File: src/hw/dpa_pkg.sv
package dpa_pkg;

	// ----------------------------------------------------------------
	// Register map (printed offsets are indices; byte address = 4 * index)
	// ----------------------------------------------------------------
	localparam logic [11:0] IDX_OUTPUT_ADJUST = 12'h031;
	localparam logic [11:0] IDX_HOUSEKEEPING  = 12'h032;
	localparam logic [11:0] IDX_EVENT_STATUS  = 12'h040;
	localparam logic [11:0] IDX_EVENT_MASK    = 12'h041;
	localparam logic [11:0] IDX_LOOP_MODE     = 12'h042;

	// ----------------------------------------------------------------
	// Field layout
	// ----------------------------------------------------------------
	localparam int POW_LSB  = 3;
	localparam int POW_MSB  = 9;
	localparam int POW_W    = 7;
	localparam int SKEW_LSB = 0;
	localparam int SKEW_MSB = 2;
	localparam int SKEW_W   = 3;
	localparam int ADJ_W    = 10;
	localparam int SFD_BIT  = 5;
	localparam int PFD_BIT  = 4;
	localparam int LMT_BIT  = 3;
	localparam int STATE_W  = 3;
	localparam int HK_W     = 6;
	localparam int EV_W     = 3;
	localparam int MODE_W   = 2;

	localparam logic [ADJ_W-1:0]  ADJ_RESET  = 10'h000;
	localparam logic [EV_W-1:0]   MASK_RESET = 3'h0;

	// ----------------------------------------------------------------
	// Loop modes and step sizes (ps)
	// ----------------------------------------------------------------
	typedef enum logic [1:0] {
		DPA_MODE_NORMAL,
		DPA_MODE_HOLDOVER,
		DPA_MODE_FREERUN,
		DPA_MODE_BYPASS
	} dpa_mode_t;

	localparam int STEP_PS_FAST = 15200;
	localparam int STEP_PS_T1   = 20200;
	localparam int SKEW_STEP_PS = 1900;

endpackage

File: src/hw/dpa_output_adjust.sv
// Design decision made here: register access over APB.
`timescale 1ns/1ps
// Notes on behaviour
// - bits 9..3 are signed phase offset
// - positive leads, negative lags, streams follow
// - step 15.2ns, or 20.2ns at 1.544MHz
// - bits 2..0 skew delay, 1.9ns steps
// - offset and skew ignored in freerun/bypass
// - bit 5 high when secondary reference fails
// - bit 4 high when selected primary fails
// - bit 3 high while slope limiter acts
// - bits 2..0 report loop state number
module dpa_output_adjust (
	// Clock and reset
	input  wire logic        clk_sys,
	input  wire logic        rst,
	// APB slave
	input  wire logic        psel,
	input  wire logic        penable,
	input  wire logic        pwrite,
	input  wire logic [13:0] paddr,
	input  wire logic [31:0] pwdata,
	output logic      [31:0] prdata,
	output logic             pready,
	output logic             pslverr,
	// Loop status from the reference monitors and state machine
	input  wire logic        secondary_timing_input_fail,
	input  wire logic        pri_ref_fail_a,
	input  wire logic        pri_ref_fail_b,
	input  wire logic        primary_ref_select,
	input  wire logic        slope_limit_active,
	input  wire logic [2:0]  pll_state_in,
	input  wire logic        ref_is_1544,
	// Adjustment applied to the loop outputs
	output logic signed [6:0] phase_offset_applied,
	output logic        [2:0] skew_applied,
	output logic       [15:0] phase_offset_ps,
	output logic       [15:0] skew_delay_ps,
	output logic              phase_lead,
	output logic              phase_lag,
	// Interrupt
	output logic              irq
);

	// ----------------------------------------------------------------
	// Input synchronisers: status lines arrive from reference logic
	// ----------------------------------------------------------------
	logic [7:0] sync1_r;
	logic [7:0] sync2_r;
	logic [7:0] raw_in;

	assign raw_in = {ref_is_1544, pll_state_in, slope_limit_active,
		secondary_timing_input_fail, pri_ref_fail_b, pri_ref_fail_a};

	// Reset clears both stages so no false event follows reset
	always_ff @(posedge clk_sys) begin
		if (rst) begin
			sync1_r <= 8'h00;
		end else begin
			sync1_r <= raw_in;
		end
	end

	// Stage one feeds nothing but stage two
	always_ff @(posedge clk_sys) begin
		if (rst) begin
			sync2_r <= 8'h00;
		end else begin
			sync2_r <= sync1_r;
		end
	end

	logic       pri_fail_a_s;
	logic       pri_fail_b_s;
	logic       sec_fail_s;
	logic       limit_s;
	logic [2:0] state_s;
	logic       ref_1544_s;

	assign pri_fail_a_s = sync2_r[0];
	assign pri_fail_b_s = sync2_r[1];
	assign sec_fail_s   = sync2_r[2];
	assign limit_s      = sync2_r[3];
	assign state_s      = sync2_r[6:4];
	assign ref_1544_s   = sync2_r[7];

	// ----------------------------------------------------------------
	// APB decode
	// ----------------------------------------------------------------
	logic [11:0] word_idx;
	logic        acc;
	logic        wr_acc;
	logic        rd_acc;
	logic        hit_adj;
	logic        hit_hk;
	logic        hit_st;
	logic        hit_msk;
	logic        hit_mode;
	logic        mapped;
	logic        aligned;

	assign word_idx = paddr[13:2];
	assign acc      = psel && penable;
	assign wr_acc   = acc && pwrite;
	assign rd_acc   = acc && !pwrite;
	assign hit_adj  = word_idx == dpa_pkg::IDX_OUTPUT_ADJUST;
	assign hit_hk   = word_idx == dpa_pkg::IDX_HOUSEKEEPING;
	assign hit_st   = word_idx == dpa_pkg::IDX_EVENT_STATUS;
	assign hit_msk  = word_idx == dpa_pkg::IDX_EVENT_MASK;
	assign hit_mode = word_idx == dpa_pkg::IDX_LOOP_MODE;
	assign mapped   = hit_adj || hit_hk || hit_st || hit_msk || hit_mode;
	assign aligned  = paddr[1:0] == 2'h0;

	// Zero wait states; unmapped or misaligned addresses answer with an error
	// Misaligned accesses are refused so a byte lane cannot alias a register
	assign pready  = 1'b1;
	assign pslverr = acc && (!mapped || !aligned);

	// ----------------------------------------------------------------
	// Writable registers
	// ----------------------------------------------------------------
	logic [dpa_pkg::ADJ_W-1:0]  adjust_r;
	logic [dpa_pkg::EV_W-1:0]   mask_r;
	// Loop mode is held here to gate the adjustment and is read back at IDX_LOOP_MODE
	dpa_pkg::dpa_mode_t         mode_r;

	// Upper bits 31..10 are not stored, so stray ones cannot reach the loop
	always_ff @(posedge clk_sys) begin
		if (rst) begin
			adjust_r <= dpa_pkg::ADJ_RESET;
		end else if (wr_acc && hit_adj && aligned) begin
			adjust_r <= pwdata[dpa_pkg::ADJ_W-1:0];
		end
	end

	always_ff @(posedge clk_sys) begin
		if (rst) begin
			mask_r <= dpa_pkg::MASK_RESET;
		end else if (wr_acc && hit_msk && aligned) begin
			mask_r <= pwdata[dpa_pkg::EV_W-1:0];
		end
	end

	always_ff @(posedge clk_sys) begin
		if (rst) begin
			mode_r <= dpa_pkg::DPA_MODE_NORMAL;
		end else if (wr_acc && hit_mode && aligned) begin
			mode_r <= dpa_pkg::dpa_mode_t'(pwdata[dpa_pkg::MODE_W-1:0]);
		end
	end

	// ----------------------------------------------------------------
	// Primary reference selection, synchronised like the status lines
	// ----------------------------------------------------------------
	logic       primary_ref_select_s;
	logic [1:0] psel_sync_r;

	always_ff @(posedge clk_sys) begin
		if (rst) begin
			psel_sync_r <= 2'h0;
		end else begin
			psel_sync_r <= {psel_sync_r[0], primary_ref_select};
		end
	end

	assign primary_ref_select_s = psel_sync_r[1];

	// ----------------------------------------------------------------
	// Live housekeeping status; no write path exists into it
	// ----------------------------------------------------------------
	// The state code is synchronised bit by bit, so a read taken while
	// the loop changes state may show a mixed code for one cycle
	logic                      pri_fail_sel;
	logic [dpa_pkg::HK_W-1:0]  hk_live;

	assign pri_fail_sel = primary_ref_select_s ? pri_fail_b_s : pri_fail_a_s;

	always_comb begin
		hk_live = '0;
		hk_live[dpa_pkg::SFD_BIT] = sec_fail_s;
		hk_live[dpa_pkg::PFD_BIT] = pri_fail_sel;
		hk_live[dpa_pkg::LMT_BIT] = limit_s;
		hk_live[dpa_pkg::STATE_W-1:0] = state_s;
	end

	// ----------------------------------------------------------------
	// Event flags: rising fail/limit conditions, cleared by status read
	// ----------------------------------------------------------------
	logic [dpa_pkg::EV_W-1:0] ev_prev_r;
	logic [dpa_pkg::EV_W-1:0] ev_now;
	logic [dpa_pkg::EV_W-1:0] ev_rise;
	logic [dpa_pkg::EV_W-1:0] ev_status_r;
	logic                     st_read;
	logic [dpa_pkg::EV_W-1:0] ev_status_nxt;

	// Rising edges only: a fail that stays up raises one event, not many
	assign ev_now  = {limit_s, pri_fail_sel, sec_fail_s};
	assign ev_rise = ev_now & ~ev_prev_r;
	assign st_read = rd_acc && hit_st && aligned;

	always_ff @(posedge clk_sys) begin
		if (rst) begin
			ev_prev_r <= '0;
		end else begin
			ev_prev_r <= ev_now;
		end
	end

	// A new event in the clearing cycle survives the read
	always_comb begin
		ev_status_nxt = ev_status_r;
		if (st_read) begin
			ev_status_nxt = '0;
		end
		ev_status_nxt = ev_status_nxt | ev_rise;
	end

	always_ff @(posedge clk_sys) begin
		if (rst) begin
			ev_status_r <= '0;
		end else begin
			ev_status_r <= ev_status_nxt;
		end
	end

	always_ff @(posedge clk_sys) begin
		if (rst) begin
			irq <= 1'b0;
		end else begin
			irq <= |(ev_status_nxt & mask_r);
		end
	end

	// ----------------------------------------------------------------
	// Read mux
	// ----------------------------------------------------------------
	// Reads outside an access phase return zero so the bus shows no stale data
	always_comb begin
		prdata = 32'h0000_0000;
		if (rd_acc && aligned) begin
			if (hit_adj) begin
				prdata[dpa_pkg::ADJ_W-1:0] = adjust_r;
			end else if (hit_hk) begin
				prdata[dpa_pkg::HK_W-1:0] = hk_live;
			end else if (hit_st) begin
				prdata[dpa_pkg::EV_W-1:0] = ev_status_r;
			end else if (hit_msk) begin
				prdata[dpa_pkg::EV_W-1:0] = mask_r;
			end else if (hit_mode) begin
				prdata[dpa_pkg::MODE_W-1:0] = mode_r;
			end
		end
	end

	// ----------------------------------------------------------------
	// Adjustment applied to the loop outputs
	// ----------------------------------------------------------------
	// Offset magnitude (max 64 steps of the long step) is shown in 100 ps units
	localparam int OFFSET_UNIT_PS = 100;

	logic                      adj_active;
	logic signed [6:0]         pow;
	logic        [6:0]         pow_mag;
	logic        [2:0]         skew;
	logic        [31:0]        step_ps;
	logic        [31:0]        off_ps_full;
	logic        [31:0]        skew_ps_full;

	assign adj_active = !(mode_r == dpa_pkg::DPA_MODE_FREERUN ||
		mode_r == dpa_pkg::DPA_MODE_BYPASS);
	assign pow     = adjust_r[dpa_pkg::POW_MSB:dpa_pkg::POW_LSB];
	// The most negative word still fits seven bits as a magnitude
	assign pow_mag = pow[6] ? 7'(-pow) : 7'(pow);
	assign skew    = adjust_r[dpa_pkg::SKEW_MSB:dpa_pkg::SKEW_LSB];
	// Step follows the live reference rate, so a rate change rescales the offset
	assign step_ps = ref_1544_s ? 32'(dpa_pkg::STEP_PS_T1) : 32'(dpa_pkg::STEP_PS_FAST);
	assign off_ps_full  = 32'(pow_mag) * step_ps;
	assign skew_ps_full = 32'(skew) * 32'(dpa_pkg::SKEW_STEP_PS);

	// Applied values are registered so the loop sees one coherent update;
	// in freerun or bypass every applied value falls back to zero
	always_ff @(posedge clk_sys) begin
		if (rst) begin
			phase_offset_applied <= '0;
		end else if (adj_active) begin
			phase_offset_applied <= pow;
		end else begin
			phase_offset_applied <= '0;
		end
	end

	always_ff @(posedge clk_sys) begin
		if (rst) begin
			skew_applied <= '0;
		end else if (adj_active) begin
			skew_applied <= skew;
		end else begin
			skew_applied <= '0;
		end
	end

	always_ff @(posedge clk_sys) begin
		if (rst) begin
			phase_offset_ps <= '0;
		end else if (adj_active) begin
			phase_offset_ps <= 16'(off_ps_full / 32'(OFFSET_UNIT_PS));
		end else begin
			phase_offset_ps <= '0;
		end
	end

	always_ff @(posedge clk_sys) begin
		if (rst) begin
			skew_delay_ps <= '0;
		end else if (adj_active) begin
			skew_delay_ps <= 16'(skew_ps_full);
		end else begin
			skew_delay_ps <= '0;
		end
	end

	always_ff @(posedge clk_sys) begin
		if (rst) begin
			phase_lead <= 1'b0;
		end else if (adj_active) begin
			phase_lead <= !pow[6] && pow != 7'sh00;
		end else begin
			phase_lead <= 1'b0;
		end
	end

	always_ff @(posedge clk_sys) begin
		if (rst) begin
			phase_lag <= 1'b0;
		end else if (adj_active) begin
			phase_lag <= pow[6];
		end else begin
			phase_lag <= 1'b0;
		end
	end

endmodule

File: config.mk
export PLATFORM = sky130hd
export DESIGN_NAME = dpa_output_adjust
export DESIGN_NICKNAME = d
export VERILOG_FILES = /design/src/hw/dpa_pkg.sv /design/src/hw/dpa_output_adjust.sv
export SDC_FILE = /design/constraint.sdc
export NUM_CORES = 1
export LEC_CHECK = 0
export ABC_AREA = 1
export BUFFER_PORTS_ARGS = -buffer_cell sky130_fd_sc_hd__buf_2
export CORE_MARGIN = 1
export CORE_UTILIZATION = 55
export DETAILED_ROUTE_END_ITERATION = 8
export HOLD_SLACK_MARGIN = 0.02
export PLACE_DENSITY = 0.79
export SLEW_MARGIN = 10
export SYNTH_ARGS = -nofsm -noshare
export SYNTH_HDL_FRONTEND = slang
export SYNTH_SLANG_ARGS = --single-unit
File: constraint.sdc
create_clock -name clk_sys -period 12.5 [get_ports clk_sys]
set_input_delay 0.625 -clock clk_sys [delete_from_list [all_inputs] [get_ports clk_sys]]
set_output_delay 0.625 -clock clk_sys [all_outputs]
set_load 0.05 [all_outputs]
# After elaboration in Yosys (flattened, before gate mapping)
# Index checks and enable logic that the tools add are counted.
# totals
ff_bits	84
output_inout_bits	79
wordCells	72
# op_classes
n_addsub	1
mul	2
div	1
n_eq_ne	7
mux	13
bitwise	4
reduce_logical	28
# op_table
op	n
== test 12 x 7 -> 1 bit (second input constant)	3
divider 32 x 7 -> 32 bit (second input constant)	1
== test 12 x 6 -> 1 bit (second input constant)	2
multiplier 7 x 15 -> 22 bit	1
two-way mux 15 bit	1
logical AND 1 bit	14
multiplier 3 x 9 -> 12 bit (second input constant)	1
two-way mux 3 bit	4
two-way mux 10 bit	1
two-way mux 7 bit	1
negation 7 bit	1
nonzero test 7 bit	1
AND 3 bit	2
logical OR 1 bit	6
two-way mux 6 bit	1
== test 2 bit (second input constant)	2
zero test 1 bit	4
two-way mux 2 bit	2
two-way mux 4 bit	1
inverter 3 bit	1
OR 3 bit	1
OR reduction 3 bit	1
zero test 2 bit	1
two-way mux 1 bit	2
OR reduction 2 bit	1

# Logic depth before layout (Yosys ltp)
# Gate-level depths: netlist (run 1).
# depth
ltp_word	8
mapped_depth	115

# Worst setup path before layout (run 1)
# No wires, ideal clock.
# synth_timing
kind	reg2reg
from	register adjust_r[3] (netlist bit)
to	register phase_offset_ps[0]
setup_time_ns	0.115
arrival_time_ns	11.196
required_ns	12.385
setup_slack_ns	1.189
path_stages_with_launch	96
n_path_buf	0
synth_period_minus_slack_ns	11.311
path_cell_list	dfxtp_1 inv_1 ha_1 inv_1 nor2_1 inv_1 o21ai_0 xor2_1 inv_1 nor2_1 fa_1 fa_1 fa_1 inv_1 fa_1 inv_1 ha_1 nand2_1 [60 not listed] nand2_4 nand2_1 nand2_2 nor2_4 nand2_4 nand2_4 nand2_1 nand2_2 inv_2 ha_1 inv_1 nand4_1 nand3_2 nand3_4 nand3_1 nand2_1 nor2_2 a21oi_2
# synth_between
elab_chain_cells	4
# synth_rtl
element	line	rtl
from (decl)	dpa_output_adjust.sv:122	logic [dpa_pkg::ADJ_W-1:0] adjust_r;
from (signal assigned)	dpa_output_adjust.sv:130	adjust_r <= dpa_pkg::ADJ_RESET;
from (signal assigned)	dpa_output_adjust.sv:132	adjust_r <= pwdata[dpa_pkg::ADJ_W-1:0];
negation 7 bit	dpa_output_adjust.sv:273	assign pow_mag = pow[6] ? 7'(-pow) : 7'(pow);
two-way mux 7 bit (*)	dpa_output_adjust.sv:273	
multiplier 7 x 15 -> 22 bit (*)	dpa_output_adjust.sv:277	assign off_ps_full = 32'(pow_mag) * step_ps;
divider 32 x 7 -> 32 bit (*)	dpa_output_adjust.sv:306	phase_offset_ps <= 16'(off_ps_full / 32'(OFFSET_UNIT_PS));
to (signal assigned)	dpa_output_adjust.sv:306	
to (decl)	dpa_output_adjust.sv:37	output logic [15:0] phase_offset_ps,
# Mark *: on every way between the ends. The rest lies on a longest branch, timed or not.
# A chain may end at the register's enable or synchronous reset.

# Worst setup path after layout (run 1)
# layout_timing
from	register adjust_r[9] (netlist bit)
to	register phase_offset_ps[0]
# Same word-level chain as after synthesis.

==> reports/summary.md, run 1 <==
After detailed placement, the total cell area comes to 0.009669 mm². The cell repeated most along the worst path was sky130_fd_sc_hd__nand2_4. Leaving out fill and tap cells, the most frequent cell in the layout is sky130_fd_sc_hd__nand2_1.

The worst setup path is captured at a register. The share of layout cells above drive strength 1 was 0.2986. Summed over all cells, the static leakage comes to 5.979 nW. The initial antenna violation count is 0, and the final RePlAce weighted congestion is 0.8664. The worst-case clock skew was 9.937 ps. Setup repair after global routing could not meet its margin everywhere. Dividing the synthesized area by the synthesized cell count gives 6.645 µm². Type of the tightest min-delay check: register to register. The effective utilization at floorplan is 0.5684, and the number of violations of the max-capacitance limit is 0. The floorplan step defined a die boundary enclosing 0.01633 mm².

Of all nets on the critical path, the largest fanout is 8. The logs give 20990 µm for the total routed wirelength and 1235 for the number of fillers in the final layout. The worst-case vdd ir drop was 0.2686 mV; the power density over the cells was 174.2 mW/mm². The run finished with clean final reports.

In this run the deepest clock path goes through 2 buffers. The clock-pin transition on the worst setup and hold timing paths is 70 ps, and the transition time at the pin with the least slew margin is 1116 ps. The total number of nets in the final design is 1631, and the DRC violation count after routing is 0.

The routed wirelength normalized by instance count is 12.41 µm, and the share of the synthesized area in the top cell type is 0.1794. The logs give 0.2561 for the worst slew margin relative to its limit and 0 for the final count of pins violating max slew. Leaving out fill and tap cells, the most frequent cells in the layout are sky130_fd_sc_hd__nand2_1 (266), sky130_fd_sc_hd__inv_1 (240), sky130_fd_sc_hd__nor2_1 (96).

For the required time of the critical path, the log shows 12690 ps. The synthesized design contains 78 register bits. Across all hold checks on the routed design, the worst slack comes to 392.8 ps. During synthesis, Yosys emitted a total of 0 warnings. The H-tree was split into 3 levels. Setup slack on the critical path of the routed design comes to 639.5 ps. The utilization after layout was 0.7020; the first-iteration detailed-routing DRC count was 477. Clock tree synthesis inserted a total of 9 buffers. Relative to the synthesized area, the layout overhead comes to 23.52%. The class of the most critical setup path is register to register. The cell count after synthesis came out at 1310.

From bottom edge to top edge, the die measures 127.8 µm. 139 I/O pins were placed. The routed layout has 8542 vias. The horizontal extent of the die is 127.8 µm, and the total iterations of the first detailed-routing run is 5.

The worst path needs 11860 ps of the cycle, external delays included. The logs give 15240 µm for the sum of net half-perimeters after detailed placement and 0.008705 mm² for the area of the mapped netlist. The clock root buffer was sky130_fd_sc_hd__clkbuf_16. The final count of negative-setup-slack endpoints is 0, and the number of buffers inserted for hold repair after clock tree synthesis is 0.

Entering global routing, the biggest net connects 31 pins. The number of nets still failing antenna checks after routing came out at 0. The tree built by TritonCTS fans out to 78 sinks.

The fraction of registers with async set or reset after synthesis is 0. Dividing the detail-routed via count by the number of cells gives 5.051. The via count of the first global-routing pass is 7397. The maximum single-stage delay on the critical path works out to 550 ps.

sky130_fd_sc_hd__dfxtp_1 takes more of the synthesized area than any other cell. The number of antenna diodes in the final layout is 0. The clock reaches the later pin of the worst-skew pair after 350 ps. Data arrives at the worst endpoint at 12050 ps. After synthesis, the cell types taking the most area are sky130_fd_sc_hd__dfxtp_1 (18%), sky130_fd_sc_hd__nand2_1 (12%), sky130_fd_sc_hd__inv_1 (11%). The number of rows created at floorplan is 45, and the number of library cell types mapped by synthesis is 51.

For the final design area excluding fillers, the log shows 0.01075 mm². The first global-routing pass estimated 32290 µm of wire. For the total count of hold-check failures in the final report, the log shows 0. The post-route fraction of the period consumed by the critical path is 0.9488. The fmax was 84.31 MHz. The global router's overall resource usage was 0.2405.

The region available for standard cell placement spans 0.01531 mm². STA classifies the critical path startpoint as a register. For this run, the leading register cell type out of synthesis is sky130_fd_sc_hd__dfxtp_1. TritonCTS built the clock tree. During placement, the flow inserted port buffers numbering 89. The share of synthesized area occupied by flip-flops and latches came out at 0.1794.

The count of flip-flops with a built-in enable after synthesis works out to 0. The run gives 0 as the total congestion overflow after global routing. Post-place setup slack: 189.1 ps. The largest individual stage delay along the critical path comes from the cell sky130_fd_sc_hd__fa_1.
[through the flow]
stage / cells / power (mW) / TNS (ps)
floorplan: 1336 / 1.191 / 0
global placement: 1653 / 1.443 / 0
detailed placement: 1653 / 1.467 / 0
CTS: 1669 / 1.771 / 0
global route: 1691 / 2.026 / -574.6
finish: 1691 / 1.873 / 0
[synthesized netlist by cell type (2+ instances only)]
library cell               count
sky130_fd_sc_hd__ha_1         54
sky130_fd_sc_hd__nor2_2        8
sky130_fd_sc_hd__nand4_2       8
sky130_fd_sc_hd__nor3_1        9
sky130_fd_sc_hd__and2_1        3
sky130_fd_sc_hd__nand3b_1      4
sky130_fd_sc_hd__nand3_1     102
sky130_fd_sc_hd__nand3_2      11
sky130_fd_sc_hd__o21a_1        3
sky130_fd_sc_hd__buf_4        29
sky130_fd_sc_hd__nand2_2      65
sky130_fd_sc_hd__fa_1         42
sky130_fd_sc_hd__nor2_1      109
sky130_fd_sc_hd__inv_1       250
sky130_fd_sc_hd__nand2_1     287
sky130_fd_sc_hd__or2_2         2
sky130_fd_sc_hd__o21bai_1      2
sky130_fd_sc_hd__o21ai_0      36
sky130_fd_sc_hd__conb_1        2
sky130_fd_sc_hd__a21oi_1      51
sky130_fd_sc_hd__clkinv_2      3
sky130_fd_sc_hd__nor2_4       14
sky130_fd_sc_hd__o21ai_1      10
sky130_fd_sc_hd__a21o_1        2
sky130_fd_sc_hd__clkbuf_1     10
sky130_fd_sc_hd__inv_2        27
sky130_fd_sc_hd__xnor2_1       5
sky130_fd_sc_hd__o22ai_1       2
sky130_fd_sc_hd__nand4_1      15
sky130_fd_sc_hd__nand2_4      34
sky130_fd_sc_hd__buf_6         2
sky130_fd_sc_hd__o221ai_1      2
sky130_fd_sc_hd__dfxtp_1      78
sky130_fd_sc_hd__o211ai_1      2
sky130_fd_sc_hd__xor2_1       11
[critical path, delay by kind of cell (launching register included)]
family / cells / cell delay [ps]
buffers and inverters: 10 / 700
flip-flops: 1 / 410
adder cells (fa/ha/maj): 6 / 2510
AND/OR/NAND/NOR: 80 / 7670
AO/OA/AOI/OAI: 2 / 200
XOR/XNOR: 1 / 190
[cells by family after synthesis]
| logic type | share of synthesized area |
|---|---|
| XOR/XNOR | 0.01797 |
| adder cells (fa/ha/maj) | 0.1742 |
| AO/OA/AOI/OAI | 0.07661 |
| other | 0.0008628 |
| flip-flops | 0.1794 |
| AND/OR/NAND/NOR | 0.3972 |
| buffers and inverters | 0.1538 |
[flip-flops by register name (all words and copies together) (netlist names)]
signal                cells
phase_offset_ps          16
skew_delay_ps            11
adjust_r                 10
sync1_r                   8
sync2_r                   8
phase_offset_applied      7
ev_prev_r                 3
ev_status_r               3
mask_r                    3
skew_applied              3
mode_r                    2
psel_sync_r               2
irq                       1
phase_lead                1
[layout make-up]
class | count | area [µm²] | share of cell area
multi-input combinational | 936 | 6467 | 0.6015
inverter | 281 | 1069 | 0.09938
clock inverter | 7 | 103.9 | 0.009659
sequential | 78 | 1573 | 0.1463
timing repair buffer | 169 | 1050 | 0.09764
tap | 211 | 264.0 | 0.02455
clock buffer | 9 | 225.2 | 0.02095
[worst paths after layout]
check	cells past startpoint	start	end	slack [ps]
max reg2reg	99	adjust_r[9]	phase_offset_ps[0]	640
max	99	adjust_r[9]	phase_offset_ps[0]	640
min reg2reg	2	sync1_r[7]	sync2_r[7]	390
min	2	sync1_r[7]	sync2_r[7]	390
[layer usage]
| layer | vias up | GRT usage | part of all wire |
|---|---|---|---|
| met4 | 0 | 0.04706 | 0.019 |
| li1 | 4317 | - | - |
| met5 | - | 0 | 0 |
| met1 | 3944 | 0.2982 | 0.42 |
| met2 | 246 | 0.4361 | 0.51 |
| met3 | 35 | 0.04215 | 0.043 |
[what timing repair did]
action	in CTS	in global routing
endpoints found under the setup margin	0	2
gates resized for setup	0	136
setup buffers	0	22
[power breakdown]
group	switching (mW)	total [mW]	internal, mW
logic	0.789	1.31	0.520
clock network	0.120	0.298	0.178
registers	0.00329	0.267	0.263
total	0.912	1.87	0.961
(Power assumes the default switching activity.)
==> run 2, diff against run 1 <==
CELL_PAD_IN_SITES_DETAIL_PLACEMENT = 1   (was not set)
CELL_PAD_IN_SITES_GLOBAL_PLACEMENT = 2   (was not set)
CORE_UTILIZATION = 32   (was 55)
PLACE_DENSITY = 0.83   (was 0.79)
clock period = 11.9 ns   (was 12.5 ns; I/O delays follow)
==> run 2 against run 1 <==
- the run now ends with negative setup slack left
- sequential share of layout area fell by 2.3 points
- count of clock-buffer cells in the layout rose by 2
- die area rose by 71%
- power rose by 21%
- clock skew fell by 3.9 ps
- highest routed layer unchanged
==> reports/summary.md, run 2 (same netlist as run 1, synthesis figures left out) <==
The setup slack of the critical path after layout came out at -98.24 ps (-737.7 ps). The share of layout cells above drive strength 1 was 0.4286 (+0.1299); the antenna cell count was 0 (unchanged). The run gives 42950 µm (+33%) as the global-route wire length before repair. Leaving out fill and tap cells, the most frequent cells in the layout are sky130_fd_sc_hd__inv_1 (224), sky130_fd_sc_hd__buf_4 (220), sky130_fd_sc_hd__nand2_1 (216).

The run gives 12130 ps (-560 ps) as the required time of the critical path. The clock latency on the worst-skew pair is 350 ps (about the same), and the final count of pins violating max slew is 0 (unchanged). The min-delay analysis places its worst path in the category register to register. Clock-pin transition on the worst setup and hold timing paths: 70 ps (about the same). The reg-to-reg startpoint is adjust_r[3]. The startpoint of the most critical setup path was adjust_r[3]. The number of buffers inserted for hold repair after clock tree synthesis came out at 0 (unchanged).

TritonCTS built the clock tree. The total iterations of the first detailed-routing run is 5 (unchanged). The utilization after layout is 0.4742 (-0.2278). The via density per instance works out to 4.587 (-9.2%). The worst setup path is launched from a register.

Relative to the synthesized area, the layout overhead comes to 46.01%. The total clock buffers created by CTS was 9 (unchanged). The total number of nets in the final design was 1782 (+9.3%). The run gives 12230 ps (+180 ps) as the arrival time at the worst endpoint. The logs give -100 ps (-740 ps) for the register-to-register setup slack and 0 (unchanged) for the DRC violation count after routing. The TritonCTS sink count is 78 (unchanged), and the horizontal extent of the die is 166.9 µm (+31%). The path depth of the worst reg2reg path works out to 99 (unchanged).

The total count of hold-check failures in the final report came out at 0 (unchanged). The number of violations of the max-capacitance limit was 0 (unchanged); the number of vias after detailed routing was 9046 (+5.9%). The biggest fanout along the worst timing path is 7 (-1). The worst register-to-register path ends at phase_offset_ps[0]. Core box area: 0.02680 mm² (+75%). Class of the most critical setup path: register to register. The routed wirelength normalized by instance count was 13.90 µm (+12%).

The instance area after placement came out at 0.01078 mm² (+11%). The total routed wirelength is 27410 µm (+31%). The tools report the number of H-tree levels as 3 (unchanged). The worst slew margin relative to its limit is 0.5524 (+0.2963), and the port buffer count is 89 (unchanged). In the final layout, the registers with the most flip-flops are phase_offset_ps (16), skew_delay_ps (11), adjust_r (10).

The run gives 6.930 nW (+16%) as the static power due to leakage. The die extent in y came out at 166.9 µm (+31%). The fmax came out at 83.35 MHz (-1.1%). The logs give 60 (+33%) for the number of rows created at floorplan and 9389 (+27%) for the via count of the first global-routing pass. The floorplan die area was 0.02787 mm² (+71%); the largest net degree at the start of global routing was 28 (-9.7%). The worst-case vdd ir drop was 0.1983 mV (-26%).

The run gives 260 (-45%) as the first-iteration detailed-routing DRC count. The tools report the effective utilization at floorplan as 0.3248 (-0.2436). The final RePlAce weighted congestion was 0.8169 (-5.7%); the transition time at the pin with the least slew margin was 666.5 ps (-449.3 ps). The final count of negative-setup-slack endpoints is 1 (+1). Among the stages of the critical path, the cell type that occurs most often is sky130_fd_sc_hd__nand2_4.

The number of nets still failing antenna checks after routing was 0 (unchanged). The number of flip-flops under the largest register name is 16 (unchanged). The checks that failed: negative setup slack. The largest individual stage delay along the critical path comes from the cell sky130_fd_sc_hd__fa_1. The run gives 20400 µm (+34%) as the sum of net half-perimeters after detailed placement. The library cell used most frequently in the layout, excluding fill and tap cells, is sky130_fd_sc_hd__inv_1.

Setup repair after global routing could not meet its margin everywhere. The tools report the capturing instance or port of the critical path as phase_offset_ps[0]. The endpoint class of the critical path is a register. The run gives 400.4 ps (+7.624 ps) as the worst slack on hold paths. The final design area excluding fillers came out at 0.01271 mm² (+18%). For the count of pins on the block boundary, the log shows 139 (unchanged). For the initial antenna violation count, the log shows 0 (unchanged). Post-route minimum period: 12000 ps (+137.7 ps). The maximum single-stage delay on the critical path came out at 530 ps (-20 ps). The total congestion overflow after global routing is 0 (unchanged), and the number of fillers in the final layout is 3354 (+170%). Maximum number of buffers from clock root to sink: 2 (unchanged). The run gives 0.1849 (-0.05558) as the global router's overall resource usage. The run gives 5.988 ps (-3.948 ps) as the worst-case clock skew.

The post-route fraction of the period consumed by the critical path came out at 1.008 (+0.05941). The largest register by flop count is phase_offset_ps. The power density over the cells was 178.3 mW/mm² (+2.3%). The flow ran to the end, but the final reports show violations.

The clock root buffer is sky130_fd_sc_hd__clkbuf_16.
run 2: worst min-delay path by stage:
stage,startpoint,endpoint,slack [ps],cells past startpoint
after floorplan,psel_sync_r[0],psel_sync_r[1],390,2
after global placement,psel_sync_r[0],psel_sync_r[1],390,2
after detailed placement,sync1_r[3],sync2_r[3],390,2
after CTS,sync1_r[7],sync2_r[7],410,2
after global routing,sync1_r[7],sync2_r[7],430,2
final,sync1_r[3],sync2_r[3],400,2
run 2: final cells by class:
type	instances	area (µm²)	share of cell area
Clock inverter	5	63.81	0.005021
Sequential cell	78	1567	0.1233
Timing Repair Buffer	320	2221	0.1747
Inverter	281	1085	0.08535
Clock buffer	11	242.7	0.01910
Tap cell	341	426.7	0.03357
Multi-Input combinational cell	936	7104	0.5590
run 2: critical path, delay by kind of cell (launching register included):
| kind | cells | cell delay, ps |
|---|---|---|
| buffers and inverters | 14 | 990 |
| XOR/XNOR | 1 | 100 |
| AO/OA/AOI/OAI | 3 | 400 |
| flip-flops | 1 | 370 |
| AND/OR/NAND/NOR | 74 | 7290 |
| adder cells (fa/ha/maj) | 7 | 2630 |
run 2: routing by layer:
layer / GRT usage / vias to the layer above / routed length, µm
li1: - / 4619 / -
met4: 0.02939 / 0 / 377
met5: 0 / - / 0
met3: 0.02376 / 28 / 511
met1: 0.2237 / 4312 / 11980
met2: 0.3496 / 87 / 14550
run 2: report_power, final:
group | switching (mW) | internal, mW
sequential | 0.00321 | 0.277
combinational | 0.974 | 0.710
clock | 0.131 | 0.171
total | 1.11 | 1.16
run 2: through the flow:
stage               TNS [ps]  total power, mW  worst slack, ps  instances
floorplan                  0            1.251            589.3       1336
global placement      -242.0            1.657           -180.4       1909
detailed placement     -1101            1.708           -616.6       1909
CTS                   -29.94            2.063           -29.94       1943
global route           -1598            2.458           -857.3       1972
finish                -98.24            2.266           -98.24       1972
run 2: repair_timing:
item                       CTS  global route
gates cloned                 0             0
pin swaps                   43           161
buffers inserted            18            30
resized for setup           94           208
setup endpoints to repair    2             3
